==> config.mk <==
export PLATFORM = sky130hd
export DESIGN_NAME = tig_trigger_sequencer
export DESIGN_NICKNAME = d
export VERILOG_FILES = /design/src/tig_pkg.sv /design/src/tig_trigger_sequencer.sv
export VERILOG_INCLUDE_DIRS = /design/src
export SDC_FILE = /design/constraint.sdc
export NUM_CORES = 2
export LEC_CHECK = 0
export ABC_AREA = 0
export BUFFER_PORTS_ARGS = -buffer_cell sky130_fd_sc_hd__buf_2
export CELL_PAD_IN_SITES_DETAIL_PLACEMENT = 0
export CELL_PAD_IN_SITES_GLOBAL_PLACEMENT = 1
export CORE_MARGIN = 2
export CORE_UTILIZATION = 45
export DETAILED_ROUTE_END_ITERATION = 6
export HOLD_SLACK_MARGIN = 0.05
export PLACE_DENSITY_LB_ADDON = 0.1
export SYNTH_ARGS = -nofsm -noshare
export SYNTH_HDL_FRONTEND = slang
export SYNTH_SLANG_ARGS = --single-unit
==> constraint.sdc <==
create_clock -name sys_clk -period 18.8 [get_ports sys_clk]
set_input_delay 0.94 -clock sys_clk [delete_from_list [all_inputs] [get_ports sys_clk]]
set_output_delay 0.94 -clock sys_clk [all_outputs]
set_load 0.05 [all_outputs]
==> src/tig_params.svh <==
// Register map, setup menu codes, reset values and timing figures of the trigger sequencer
`ifndef TIG_PARAMS_SVH
`define TIG_PARAMS_SVH

`define ADDR_CFG    8'h00
`define ADDR_MENU   8'h04
`define ADDR_TIMES  8'h08
`define ADDR_LEVELS 8'h0c
`define ADDR_PULSE  8'h10
`define ADDR_SPOT   8'h14
`define ADDR_STATUS 8'h18

`define MENU_EXIT    8'h00
`define MENU_RST2    8'h01
`define MENU_RST4    8'h02
`define MENU_SPOT    8'h10
`define MENU_SPOTFIX 8'h11
`define MENU_BILEVEL 8'h20
`define MENU_PEDAL   8'h30
`define MENU_IGN     8'h40
`define MENU_FACTORY 8'h99

`define DEF_PRE   8'h01
`define DEF_UP    8'h05
`define DEF_DOWN  8'h00
`define DEF_POST  8'h0a
`define DEF_WELD  9'h005
`define DEF_START 8'h1e
`define DEF_CRAT  8'h1e
`define DEF_BG    8'h1e
`define DEF_DUTY  8'h32
`define DEF_FREQ  12'h001
`define DEF_IGN   3'h3
`define DEF_THR   8'h32
`define DEF_SPOT  8'h00

`define CLK_MHZ      10
`define TICK_US      10000
`define HF_MAX_MS    3000
`define DEBOUNCE_MS  20
`define TENTH_MS     100
`define SECOND_MS    1000

`endif

==> src/tig_pkg.sv <==
// Types shared by the trigger sequencer
`default_nettype none
package tig_pkg;
	typedef enum logic [1:0] {P_STICK, P_LIFT, P_HF} proc_t;
	typedef enum logic [1:0] {T_2S, T_4S, T_SPOT, T_BILEVEL} trig_mode_t;
	typedef enum logic [3:0] {S_IDLE, S_PRE, S_IGN, S_START, S_UP, S_WELD, S_DOWN, S_RAMPUP, S_POST} seq_t;

	typedef struct packed {
		seq_t        st;
		proc_t       proc;
		trig_mode_t  tmode;
		logic        pulse;
		logic        rst2, rst4, spot_en, spot_fix, bl_en, pedal;
		logic [2:0]  ign;
		logic [7:0]  pre, up, down, post;
		logic [8:0]  weld;
		logic [7:0]  start_p, crat_p, bg_p, duty, spot_t, thr;
		logic [11:0] freq;
		logic [31:0] tick_cnt;
		logic        tick;
		logic        tdb;
		logic [3:0]  dcnt;
		logic [15:0] hcnt;
		logic        hfired;
		logic [15:0] tmr;
		logic        fin, ret, lvl_b;
		logic [9:0]  sp, tgt, diff;
		logic [31:0] acc, tot;
		logic        gas, out_en, hf;
		logic [31:0] rdata;
	} state_t;
endpackage
`default_nettype wire

==> src/tig_trigger_sequencer.sv <==
// Torch trigger sequencer: gas, output enable, HF and current setpoint
`include "tig_params.svh"
`default_nettype none

// What this block does
// - Spot mode selectable only with option 10
// - Spot uses HF start, no slopes
// - Spot time zero follows the trigger
// - Postflow only in gas modes
// - During weld only current, pulse values writable
// - 2-step press: preflow, arc, upslope
// - 2-step release in upslope stops arc
// - 2-step release: downslope, off, postflow
// - 2-step press in downslope holds present current
// - 2-step restart ramps back to weld
// - 4-step press: preflow, arc, start current
// - 4-step released trigger skips start phase
// - 4-step release upslopes; press aborts
// - 4-step hold downslopes, release ends
// - Default 4-step, restart off
// - 4-step restart release ramps back up
// - Quick press downslopes then off
// - Second quick press stops at once
// - Two-level only with option 20
// - Quick press toggles primary and secondary
// - Two-level hold holds crater, no restart
// - Setup menu codes committed by write
// - HF at most three seconds, then abort
module tig_trigger_sequencer #(
	parameter int TICK_CYCLES = `TICK_US * `CLK_MHZ
) (
	input  wire logic        sys_clk,
	input  wire logic        rst_n,
	input  wire logic [7:0]  addr,
	input  wire logic [31:0] wdata,
	input  wire logic        wr,
	input  wire logic        rd,
	output logic      [31:0] rdata,
	input  wire logic        trig,
	input  wire logic        arc_ok,
	output logic             gas_valve,
	output logic             out_en,
	output logic             hf_on,
	output logic      [9:0]  setpoint
);

	localparam int TENTH_TICKS = (`TENTH_MS * 1000) / `TICK_US;
	localparam int SEC_TICKS   = (`SECOND_MS * 1000) / `TICK_US;
	localparam int HF_TICKS    = (`HF_MAX_MS * 1000) / `TICK_US;
	localparam int DEB_TICKS   = (`DEBOUNCE_MS * 1000 + `TICK_US - 1) / `TICK_US;

	if (TICK_CYCLES < 2 || TICK_CYCLES > 1000000 || DEB_TICKS > 15) begin : g_bad_param
		$error("tig_trigger_sequencer: tick length out of range");
	end

	////////////////////////////////////////////////////////////////////////////////
	// Helpers

	function automatic tig_pkg::state_t factory(input tig_pkg::state_t s);
		tig_pkg::state_t r;
		r         = s;
		r.tmode   = tig_pkg::T_4S;
		r.rst2    = 1'b0;
		r.rst4    = 1'b0;
		r.spot_en = 1'b0;
		r.spot_fix = 1'b0;
		r.bl_en   = 1'b0;
		r.pedal   = 1'b0;
		r.ign     = `DEF_IGN;
		r.pre     = `DEF_PRE;
		r.up      = `DEF_UP;
		r.down    = `DEF_DOWN;
		r.post    = `DEF_POST;
		r.weld    = `DEF_WELD;
		r.start_p = `DEF_START;
		r.crat_p  = `DEF_CRAT;
		r.bg_p    = `DEF_BG;
		r.duty    = `DEF_DUTY;
		r.freq    = `DEF_FREQ;
		r.spot_t  = `DEF_SPOT;
		r.thr     = `DEF_THR;
		r.pulse   = 1'b0;
		return r;
	endfunction

	localparam tig_pkg::state_t RST_VAL = factory('0);

	function automatic logic [9:0] pct(input logic [8:0] a, input logic [7:0] p);
		logic [16:0] m;
		m = {8'h00, a} * {9'h000, p};
		m = m / 17'd100;
		return (m > 17'd1023) ? 10'h3ff : m[9:0];
	endfunction

	// Duration is exact: one amp step each time the accumulator passes the total
	function automatic tig_pkg::state_t ramp(input tig_pkg::state_t s, input logic [9:0] t,
		input logic [7:0] tenths);
		tig_pkg::state_t r;
		r      = s;
		r.tgt  = t;
		r.acc  = 32'h0000_0000;
		r.diff = (t > s.sp) ? t - s.sp : s.sp - t;
		r.tot  = 32'(tenths * TENTH_TICKS * TICK_CYCLES);
		return r;
	endfunction

	// Arc off, gas left running for postflow
	function automatic tig_pkg::state_t stop_arc(input tig_pkg::state_t s);
		tig_pkg::state_t r;
		r        = s;
		r.out_en = 1'b0;
		r.hf     = 1'b0;
		r.sp     = 10'h000;
		r.tgt    = 10'h000;
		r.st     = tig_pkg::S_POST;
		r.tmr    = 16'(s.post * SEC_TICKS);
		return r;
	endfunction

	tig_pkg::state_t q, n;
	logic press_ev, rel_ev, hold_ev, quick_ev, long_rel, tmr_done, ramp_done, idle, wlv;

	////////////////////////////////////////////////////////////////////////////////
	// Next state

	always_comb begin
		n = q;
		n.rdata = 32'h0000_0000;
		idle = (q.st == tig_pkg::S_IDLE);
		// Given a value on every path so it never holds over as a latch
		wlv = q.lvl_b;

		// Time base
		n.tick = 1'b0;
		if (q.tick_cnt >= 32'(TICK_CYCLES - 1)) begin
			n.tick_cnt = 32'h0000_0000;
			n.tick = 1'b1;
		end else begin
			n.tick_cnt = q.tick_cnt + 32'h0000_0001;
		end

		// Debounce: the raw level must differ for the whole debounce time
		if (trig != q.tdb) begin
			if (q.tick) begin
				n.dcnt = q.dcnt + 4'h1;
			end
			if (q.dcnt >= 4'(DEB_TICKS)) begin
				n.tdb = trig;
				n.dcnt = 4'h0;
			end
		end else begin
			n.dcnt = 4'h0;
		end
		press_ev = n.tdb & ~q.tdb;
		rel_ev   = ~n.tdb & q.tdb;

		// Quick or held classification
		hold_ev  = q.tdb && !q.hfired && (q.hcnt >= {8'h00, q.thr});
		quick_ev = rel_ev && !q.hfired;
		long_rel = rel_ev && q.hfired;
		if (press_ev) begin
			n.hcnt = 16'h0000;
			n.hfired = 1'b0;
		end else begin
			if (q.tdb && q.tick && q.hcnt != 16'hffff) begin
				n.hcnt = q.hcnt + 16'h0001;
			end
			if (hold_ev) begin
				n.hfired = 1'b1;
			end
		end

		// Phase timer
		tmr_done = (q.tmr == 16'h0000);
		if (q.tick && !tmr_done) begin
			n.tmr = q.tmr - 16'h0001;
		end

		// Ramp engine
		ramp_done = (q.sp == q.tgt);
		if (!ramp_done) begin
			if (q.tot == 32'h0000_0000) begin
				n.sp = q.tgt;
			end else if (q.acc + {22'h00_0000, q.diff} >= q.tot) begin
				n.acc = q.acc + {22'h00_0000, q.diff} - q.tot;
				n.sp  = (q.tgt > q.sp) ? q.sp + 10'h001 : q.sp - 10'h001;
			end else begin
				n.acc = q.acc + {22'h00_0000, q.diff};
			end
		end

		// Sequencer
		case (q.st)
			tig_pkg::S_IDLE: begin
				n.gas = 1'b0;
				n.hf  = 1'b0;
				n.lvl_b = 1'b0;
				// Stick has no gas and no trigger sequence
				n.out_en = (q.proc == tig_pkg::P_STICK);
				n.sp  = (q.proc == tig_pkg::P_STICK) ? {1'b0, q.weld} : 10'h000;
				n.tgt = n.sp;
				if (press_ev && q.proc != tig_pkg::P_STICK) begin
					n.gas = 1'b1;
					n.st  = tig_pkg::S_PRE;
					n.tmr = 16'(q.pre * TENTH_TICKS);
				end
			end
			tig_pkg::S_PRE: begin
				if (tmr_done) begin
					n.out_en = 1'b1;
					n.hf  = (q.proc == tig_pkg::P_HF) || (q.tmode == tig_pkg::T_SPOT);
					n.tmr = 16'(HF_TICKS);
					n.st  = tig_pkg::S_IGN;
				end
			end
			tig_pkg::S_IGN: begin
				if (arc_ok) begin
					n.hf = 1'b0;
					case (q.tmode)
						tig_pkg::T_2S: begin
							n.sp = pct(q.weld, q.start_p);
							n = ramp(n, {1'b0, q.weld}, q.up);
							n.st = tig_pkg::S_UP;
						end
						tig_pkg::T_SPOT: begin
							n.sp  = {1'b0, q.weld};
							n.tgt = {1'b0, q.weld};
							n.fin = q.spot_fix && (q.spot_t != 8'h00);
							n.tmr = 16'(q.spot_t * TENTH_TICKS);
							n.st  = tig_pkg::S_WELD;
						end
						default: begin
							n.sp = pct(q.weld, q.start_p);
							n.tgt = n.sp;
							if (n.tdb) begin
								n.st = tig_pkg::S_START;
							end else begin
								n = ramp(n, {1'b0, q.weld}, q.up);
								n.st = tig_pkg::S_UP;
							end
						end
					endcase
				end else if (q.hf && tmr_done) begin
					// No arc in time: whole sequence dropped
					n.hf = 1'b0;
					n.out_en = 1'b0;
					n.gas = 1'b0;
					n.st = tig_pkg::S_IDLE;
				end
			end
			tig_pkg::S_START: begin
				if (rel_ev) begin
					n = ramp(n, {1'b0, q.weld}, q.up);
					n.st = tig_pkg::S_UP;
				end
			end
			tig_pkg::S_UP: begin
				if (q.tmode == tig_pkg::T_2S && rel_ev) begin
					n = stop_arc(n);
				end else if (q.tmode != tig_pkg::T_2S && press_ev) begin
					n = stop_arc(n);
				end else if (ramp_done) begin
					n.st = tig_pkg::S_WELD;
				end
			end
			tig_pkg::S_WELD: begin
				if (q.tmode == tig_pkg::T_SPOT) begin
					if (q.fin ? tmr_done : rel_ev) begin
						n = stop_arc(n);
					end
				end else if (q.tmode == tig_pkg::T_2S) begin
					if (rel_ev) begin
						n = ramp(n, pct(q.weld, q.crat_p), q.down);
						n.fin = 1'b1;
						n.ret = 1'b0;
						n.st  = tig_pkg::S_DOWN;
					end
				end else if (q.tmode == tig_pkg::T_BILEVEL && quick_ev) begin
					wlv = ~q.lvl_b;
				end else if (hold_ev) begin
					n = ramp(n, pct(q.weld, q.crat_p), q.down);
					n.fin = 1'b0;
					n.ret = q.rst4 && (q.tmode == tig_pkg::T_4S);
					n.st  = tig_pkg::S_DOWN;
				end else if (quick_ev) begin
					n = ramp(n, pct(q.weld, q.crat_p), q.down);
					n.fin = 1'b1;
					n.ret = 1'b0;
					n.st  = tig_pkg::S_DOWN;
				end
				// Level follows live edits of the weld current
				if (n.st == tig_pkg::S_WELD && q.tmode != tig_pkg::T_SPOT) begin
					n.lvl_b = wlv;
					n.sp  = wlv ? pct(q.weld, q.bg_p) : {1'b0, q.weld};
					n.tgt = n.sp;
				end
			end
			tig_pkg::S_DOWN: begin
				if (q.tmode == tig_pkg::T_2S) begin
					if (press_ev && q.fin) begin
						if (q.rst2) begin
							n = ramp(n, {1'b0, q.weld}, q.up);
							n.st = tig_pkg::S_RAMPUP;
						end else begin
							n.fin = 1'b0;
							n.tgt = q.sp;
						end
					end else if (rel_ev && !q.fin) begin
						n = stop_arc(n);
					end else if (q.fin && ramp_done) begin
						n = stop_arc(n);
					end
				end else if (q.fin && quick_ev) begin
					n = stop_arc(n);
				end else if (q.fin && hold_ev) begin
					n.fin = 1'b0;
					n.tgt = q.sp;
					n.ret = q.rst4 && (q.tmode == tig_pkg::T_4S);
				end else if (!q.fin && long_rel) begin
					if (q.ret) begin
						n = ramp(n, {1'b0, q.weld}, q.up);
						n.st = tig_pkg::S_RAMPUP;
					end else begin
						n = stop_arc(n);
					end
				end else if (q.fin && ramp_done) begin
					n = stop_arc(n);
				end
			end
			tig_pkg::S_RAMPUP: begin
				if (q.tmode == tig_pkg::T_2S && rel_ev) begin
					n = ramp(n, pct(q.weld, q.crat_p), q.down);
					n.fin = 1'b1;
					n.st  = tig_pkg::S_DOWN;
				end else if (ramp_done) begin
					n.st = tig_pkg::S_WELD;
				end
			end
			tig_pkg::S_POST: begin
				if (tmr_done) begin
					n.gas = 1'b0;
					n.st  = tig_pkg::S_IDLE;
				end
			end
			default: begin
				n = stop_arc(n);
			end
		endcase

		////////////////////////////////////////////////////////////////////////////
		// Register port

		if (wr) begin
			case (addr)
				`ADDR_CFG: begin
					if (idle) begin
						n.proc  = tig_pkg::proc_t'((wdata[1:0] == 2'h3) ? 2'h2 : wdata[1:0]);
						n.pulse = wdata[4] && (wdata[3:2] != 2'(tig_pkg::T_BILEVEL));
						if ((wdata[3:2] == 2'(tig_pkg::T_SPOT) && q.spot_en) ||
							(wdata[3:2] == 2'(tig_pkg::T_BILEVEL) && q.bl_en) ||
							wdata[3] == 1'b0) begin
							n.tmode = tig_pkg::trig_mode_t'(wdata[3:2]);
						end
					end
				end
				`ADDR_MENU: begin
					if (idle) begin
						case (wdata[15:8])
							`MENU_RST2: n.rst2 = wdata[0];
							`MENU_RST4: n.rst4 = wdata[0];
							`MENU_SPOT: begin
								n.spot_en = wdata[0];
								if (!wdata[0] && q.tmode == tig_pkg::T_SPOT) begin
									n.tmode = tig_pkg::T_4S;
								end
							end
							`MENU_SPOTFIX: n.spot_fix = wdata[0];
							`MENU_BILEVEL: begin
								n.bl_en = wdata[0];
								if (!wdata[0] && q.tmode == tig_pkg::T_BILEVEL) begin
									n.tmode = tig_pkg::T_4S;
								end
							end
							`MENU_PEDAL: n.pedal = wdata[0];
							`MENU_IGN: begin
								if (wdata[2:0] != 3'h0 && wdata[2:0] != 3'h7) begin
									n.ign = wdata[2:0];
								end
							end
							`MENU_FACTORY: n = factory(n);
							default: n.rst2 = n.rst2;
						endcase
					end
				end
				`ADDR_TIMES: begin
					if (idle) begin
						{n.post, n.down, n.up, n.pre} = wdata;
					end
				end
				`ADDR_LEVELS: begin
					n.weld = wdata[8:0];
					if (idle) begin
						n.crat_p  = wdata[23:16];
						n.start_p = wdata[31:24];
					end
				end
				`ADDR_PULSE: begin
					if (idle || q.pulse) begin
						n.duty = wdata[7:0];
						n.freq = wdata[19:8];
						n.bg_p = wdata[31:24];
					end
				end
				`ADDR_SPOT: begin
					if (idle) begin
						n.spot_t = wdata[7:0];
						n.thr    = (wdata[15:8] == 8'h00) ? 8'h01 : wdata[15:8];
					end
				end
				default: n.rdata = 32'h0000_0000;
			endcase
		end
		if (rd) begin
			case (addr)
				`ADDR_CFG:    n.rdata = {27'h000_0000, q.pulse, q.tmode, q.proc};
				`ADDR_MENU:   n.rdata = {21'h00_0000, q.ign, 2'h0, q.pedal, q.bl_en, q.spot_fix,
					q.spot_en, q.rst4, q.rst2};
				`ADDR_TIMES:  n.rdata = {q.post, q.down, q.up, q.pre};
				`ADDR_LEVELS: n.rdata = {q.start_p, q.crat_p, 7'h00, q.weld};
				`ADDR_PULSE:  n.rdata = {q.bg_p, 4'h0, q.freq, q.duty};
				`ADDR_SPOT:   n.rdata = {16'h0000, q.thr, q.spot_t};
				`ADDR_STATUS: n.rdata = {6'h00, q.sp, 7'h00, q.tdb, q.lvl_b, q.hf, q.out_en, q.gas, q.st};
				default:      n.rdata = 32'h0000_0000;
			endcase
		end
	end

	////////////////////////////////////////////////////////////////////////////////
	// State register

	always_ff @(posedge sys_clk or negedge rst_n) begin
		if (!rst_n) begin
			q <= RST_VAL;
		end else begin
			q <= n;
		end
	end

	assign rdata     = q.rdata;
	assign gas_valve = q.gas;
	assign out_en    = q.out_en;
	assign hf_on     = q.hf;
	assign setpoint  = q.sp;

endmodule // tig_trigger_sequencer
`default_nettype wire

Word level (Yosys, flattened, before mapping)
Index checks and enable logic that the tools add are counted.
{"block": "classes", "div_mod_pow": 3, "bitwise_logic": 6, "n_addsub": 14, "multipliers": 10, "n_mux": 138, "reduce_logical": 49, "magnitude_cmp": 11, "eq_ne": 36}
{"cell": "$mux 322", "n": 21}
{"cell": "$mux 318", "n": 4}
{"cell": "$pmux 170 s6", "n": 1}
{"cell": "$pmux 74 s6", "n": 1}
{"cell": "$mux 109", "n": 4}
{"cell": "$mux 190", "n": 2}
{"cell": "$mux 170", "n": 2}
{"cell": "$mux 316", "n": 1}
{"cell": "$mux 304", "n": 1}
{"cell": "$mux 283", "n": 1}
{"cell": "$mux 32", "n": 7}
{"cell": "$pmux 32 s7", "n": 1}
{"cell": "$pmux 109 s2", "n": 1}
{"cell": "$pmux 32 s6", "n": 1}
{"cell": "$mux 171", "n": 1}
{"cell": "$pmux 21 s8", "n": 1}
{"cell": "$mux 148", "n": 1}
{"cell": "$pmux 16 s9", "n": 1}
{"cell": "$mux 132", "n": 1}
{"cell": "$mux 10", "n": 13}
{"cell": "$pmux 32 s2", "n": 2}
{"cell": "$mux 16", "n": 7}
{"cell": "$pmux 16 s2", "n": 2}
{"cell": "$div 17x7->17 const B", "n": 3}
{"cell": "other kinds (79)", "n": 187}
{"block": "totals", "reg_bits": 322, "elab_cells": 309, "out_inout_bits": 45}

Depth between registers and ports, before layout
{"block": "depth", "depth_word": 24, "depth_mapped": 64, "ltp_nobuf": 59}

Worst setup path before layout
OpenSTA, ideal clock, no wires.
{"block": "synth_timing", "path_kind": "reg-to-reg", "start": "register q[265] (netlist name)", "end": "register q[108] (netlist name)", "slack_ns": 5.567, "setup_time_ns": 0.138, "path_buffers": 3, "arrival_time_ns": 13.095, "stages_incl_launch_ff": 59, "required_time_ns": 18.662, "path_cell_list": "dfstp_2 -> clkbuf_1 -> clkbuf_1 -> nand2_1 -> fa_1 -> fa_1 -> inv_1 -> fa_1 -> inv_1 -> fa_1 -> inv_1 -> ha_1 -> buf_4 -> o21ai_0 -> o21a_2 -> o211a_1 -> a211oi_2 -> a211oi_4 -> (+23 left out) -> a21o_1 -> a21o_1 -> a21oi_1 -> nor2b_1 -> o21ai_0 -> nand2b_1 -> a21oi_1 -> o21bai_1 -> a21oi_1 -> nor2_1 -> mux2i_1 -> a221o_1 -> a221o_1 -> a21boi_0 -> o221ai_1 -> xor2_1 -> a222oi_1 -> o21ai_0"}
{"block": "synth_between", "elab_chain_cells": 19, "elab_cells_between_ends": 53}
{"item": "start: declaration", "line_no": "tig_trigger_sequencer.sv:120", "source": "tig_pkg::state_t q, n;"}
{"item": "start signal: assignment", "line_no": "tig_trigger_sequencer.sv:445", "source": "q <= n;"}
{"item": "$mul 9x8->17", "line_no": "tig_trigger_sequencer.sv:90", "source": "m = {8'h00, a} * {9'h000, p};"}
{"item": "$div 17x7->17", "line_no": "tig_trigger_sequencer.sv:91", "source": "m = m / 17'd100;"}
{"item": "$gt 17x10->1", "line_no": "tig_trigger_sequencer.sv:92", "source": "return (m > 17'd1023) ? 10'h3ff : m[9:0];"}
{"item": "$mux 10", "line_no": "tig_trigger_sequencer.sv:92"}
{"item": "$sub 10x9->10, or another cell as far along", "line_no": "tig_trigger_sequencer.sv:102", "source": "r.diff = (t > s.sp) ? t - s.sp : s.sp - t;"}
{"item": "$mux 10", "line_no": "tig_trigger_sequencer.sv:102"}
{"item": "$mux 170", "line_no": "tig_trigger_sequencer.sv:235", "source": "if (n.tdb) begin"}
{"item": "$mux 318", "line_no": "tig_trigger_sequencer.sv:219", "source": "case (q.tmode)"}
{"item": "(+3 left out)"}
{"item": "$mux 109", "line_no": "tig_trigger_sequencer.sv:217", "source": "if (arc_ok) begin"}
{"item": "$mux 109", "line_no": "tig_trigger_sequencer.sv:193", "source": "case (q.st)"}
{"item": "$mux 283", "line_no": "tig_trigger_sequencer.sv:217"}
{"item": "$pmux 74 s6 (*)", "line_no": "tig_trigger_sequencer.sv:193"}
{"item": "$mux 304", "line_no": "tig_trigger_sequencer.sv:368", "source": "case (wdata[15:8])"}
{"item": "$mux 316", "line_no": "tig_trigger_sequencer.sv:367", "source": "if (idle) begin"}
{"item": "$mux 171", "line_no": "tig_trigger_sequencer.sv:354", "source": "case (addr)"}
{"item": "$mux 318 (*)", "line_no": "tig_trigger_sequencer.sv:353", "source": "if (wr) begin"}
Every way passes the cells marked *; elsewhere a longest branch is shown, timed or not. The select of a mux whose other input is x is not followed.

Worst setup path after layout
{"block": "layout_timing", "start": "register q[268] (netlist name)", "end": "register q[108] (netlist name)"}
Same word-level chain as after synthesis.

==> impl_metrics.tcl <==
set metrics [dict create \
    fp.coreArea_mm2 0.09139 \
    ir_worst_vdd_mv 0.1672 \
    wire_per_inst_um 22.11 \
    finalHoldViolations 0 \
    finalNonFillerCells 6195 \
    clock_path_buffers 3 \
    end_kind "flip-flop" \
    gp_congestion 0.9154 \
    maxCapViolations 0 \
    postRouteAntennaNets 0 \
    via_count 37530 \
    pwr-share-clk_pct 15.4 \
    min_period_ns 16.46 \
    synth_top_area_cell "dfrtp_1" \
    async_flop_share_pct 100.0 \
    hp-class "input pin to async pin" \
    pre_cts_ws_ns 2.655 \
    postSynthCellCount 5030 \
    p_seq_share_pct 17.5 \
    r2r_end "q[108]$_DFFE_PN0P_" \
    boundaryPins 91 \
    rrSetupSlack_ns 2.34 \
    cts_tree "done" \
    setup_viol_count_final 0 \
    synth.yosys.warnings 0 \
    rsz0062_at_grt "no" \
    synth_top_area_share_pct 17.19 \
    ys_ff_latch 313 \
    cts_root_buf "clkbuf_16" \
    dp_cells 6119 \
    first_pass_iters 7 \
    power.total_mw 5.436 \
    drtIter0Drc 3124 \
    via_per_inst 6.057 \
    avgSynthCellArea_um2 8.218 \
    worstSetupStartpointType "flip-flop" \
    drt_wl_total_mm 136.9 \
    outcome "finished with violations" \
    grt_max_degree 91 \
    worstPathArrival_ns 16.89 \
    slowest_stage "xor2_1" \
    placed_cell_area_mm2 0.04266 \
    overflow 0 \
    whs_ns 0.3176 \
    synth.most_common_cell "nand2_1" \
    ctsHoldBuffers 0 \
    clkLatencyLatePin_ns 0.61 \
    rr_startpoint "q[268]$_DFFE_PN0P_" \
    required_ns 19.23 \
    ff2ff_path_depth 56 \
    synth_common_cells "nand2_1, inv_1, ha_1" \
    grt_pass1_vias 36390 \
    pwr-share-comb_pct 67.1 \
    clk_pin_slew_ns 0.06 \
    htree_levels 2 \
    fin_skew_ns 0.05490 \
    ys_seq_area_share_pct 19.04 \
    report.final.slew_viol_count 0 \
    io_buffers 90 \
    synth_ff_type "dfrtp_1" \
    track_usage_pct 28.86 \
    switching_share_pct 50.34 \
    violations "DRC" \
    timing.fmax_mhz 60.75 \
    grt_pass1_wl_mm 215.0 \
    slew_headroom_pct 17.97 \
    cts_buffers 40 \
    die_w_um 307.1 \
    ctsResizeCount 0 \
    slowest_delay_ns 0.98 \
    switchingPower_mw 2.736 \
    crit_type "flip-flop to flip-flop" \
    rows 111 \
    finalCritPeriodShare_pct 87.56 \
    synth_area_leaders "dfrtp_1, ha_1, fa_1" \
    design_area_mm2 0.04407 \
    postCtsSetupBuffers 0 \
    drc_errors 1 \
    die_area_mm2 0.09430 \
    p_int_mw 2.700 \
    final_core_util_pct 48.23 \
    yosys.cell_types.count 139 \
    cts.sinks 313 \
    hpwlAfterDp_mm 106.7 \
    fillers 9055 \
    crit_fanout 22 \
    max_slew.worst_pin.slew_ns 1.226 \
    drive_above_1_share_pct 8.393 \
    die_h_um 307.1 \
    p_leak_nw 21.19 \
    nNetsFinal 5674 \
    synth_edf_count 0 \
    worst_slack_ns 2.338 \
    power.density_mw_per_mm2 123.3 \
    antenna_found_initial 13 \
    fin_tns_setup_ns 0 \
    start_util_pct 45.23 \
    synthesis.area_mm2 0.04134 \
    synthToLayoutAreaGrowth_pct 6.620 \
]
## worst max-delay path by stage
stage / cells after the start / slack, ns / from / endpoint
after CTS: 56 / 2.54 / q[268]$_DFFE_PN0P_ / q[108]$_DFFE_PN0P_
after global placement: 56 / 2.80 / q[268]$_DFFE_PN0P_ / q[108]$_DFFE_PN0P_
after global routing: 56 / 1.04 / q[268]$_DFFE_PN0P_ / q[108]$_DFFE_PN0P_
final: 56 / 2.34 / q[268]$_DFFE_PN0P_ / q[108]$_DFFE_PN0P_
after detailed placement: 56 / 2.66 / q[268]$_DFFE_PN0P_ / q[108]$_DFFE_PN0P_
after floorplan: 58 / 5.57 / q[265]$_DFFE_PN1P_ / q[108]$_DFFE_PN0P_
## layer usage
| metal | GRT usage, % | up-vias | routed length (um) |
|---|---|---|---|
| met3 | 3.460 | 189 | 8246 |
| li1 | - | 17850 | - |
| met5 | 0 | - | 20 |
| met1 | 40.36 | 18350 | 62540 |
| met2 | 47.00 | 1134 | 62390 |
| met4 | 7.907 | 2 | 3742 |
## cells in the final DEF, fill, tap and decap left out, drive strengths merged, types with 54 or more instances in the layout
| cell type | instances |
|---|---|
| and3 | 55 |
| a211oi | 71 |
| nor3 | 116 |
| fa | 187 |
| clkbuf | 54 |
| nand2 | 506 |
| nand3 | 104 |
| nor2 | 325 |
| a222oi | 56 |
| ha | 466 |
| xor2 | 95 |
| inv | 490 |
| dfrtp | 284 |
| a21o | 91 |
| a21oi | 331 |
| a22oi | 54 |
| a22o | 55 |
| o211ai | 57 |
| and2 | 175 |
| xnor2 | 151 |
| o21ai | 277 |
| buf | 146 |
## critical path: cells and delay by family (launching register included)
kind            cells  cell delay [ns]
buf+inv             3             0.54
compound gates     27             6.65
simple gates       16             3.47
fa+ha+maj           7             3.07
mux                 1             0.82
xor+xnor            2             1.06
flops               1             0.65
## sequential cells by signal, summed over array words and instances (netlist names)
name,flops
hf_on,1
gas_valve,1
out_en,1
setpoint,10
rdata,32
q,268
## cell type report
class                   instances  area (um^2)  area share [%]
inverters                     492         1847           4.190
repair buffers                146        880.8           1.999
well taps                    1186         1484           3.367
flip-flops and latches        313         7869           17.85
clock inverters                17        262.8          0.5962
clock buffers                  54         1135           2.575
multi-input cells            3982        30580           69.39
diodes                          5        12.51         0.02839
## power by group through the flow
stage / Clock, mW / Sequential (mW) / Combinational (mW)
4_1_cts: 0.850 / 0.946 / 3.61
2_1_floorplan: 0 / 0.881 / 2.70
6_report: 0.837 / 0.949 / 3.65
3_5_place_dp: 0 / 0.957 / 3.58
5_1_grt: 0.874 / 0.960 / 4.03
3_3_place_gp: 0 / 0.957 / 3.59
## kinds of logic after synthesis
family          count (synthesis)  synth area share [%]
simple gates                 1552                 18.37
compound gates               1439                 24.80
buf+inv                       751                 7.346
fa+ha+maj                     658                 23.28
flops                         313                 19.04
xor+xnor                      246                 5.348
mux                            69                 1.795
other cells                     2               0.01817
No activity file was read; power rests on OpenSTA's default activity.
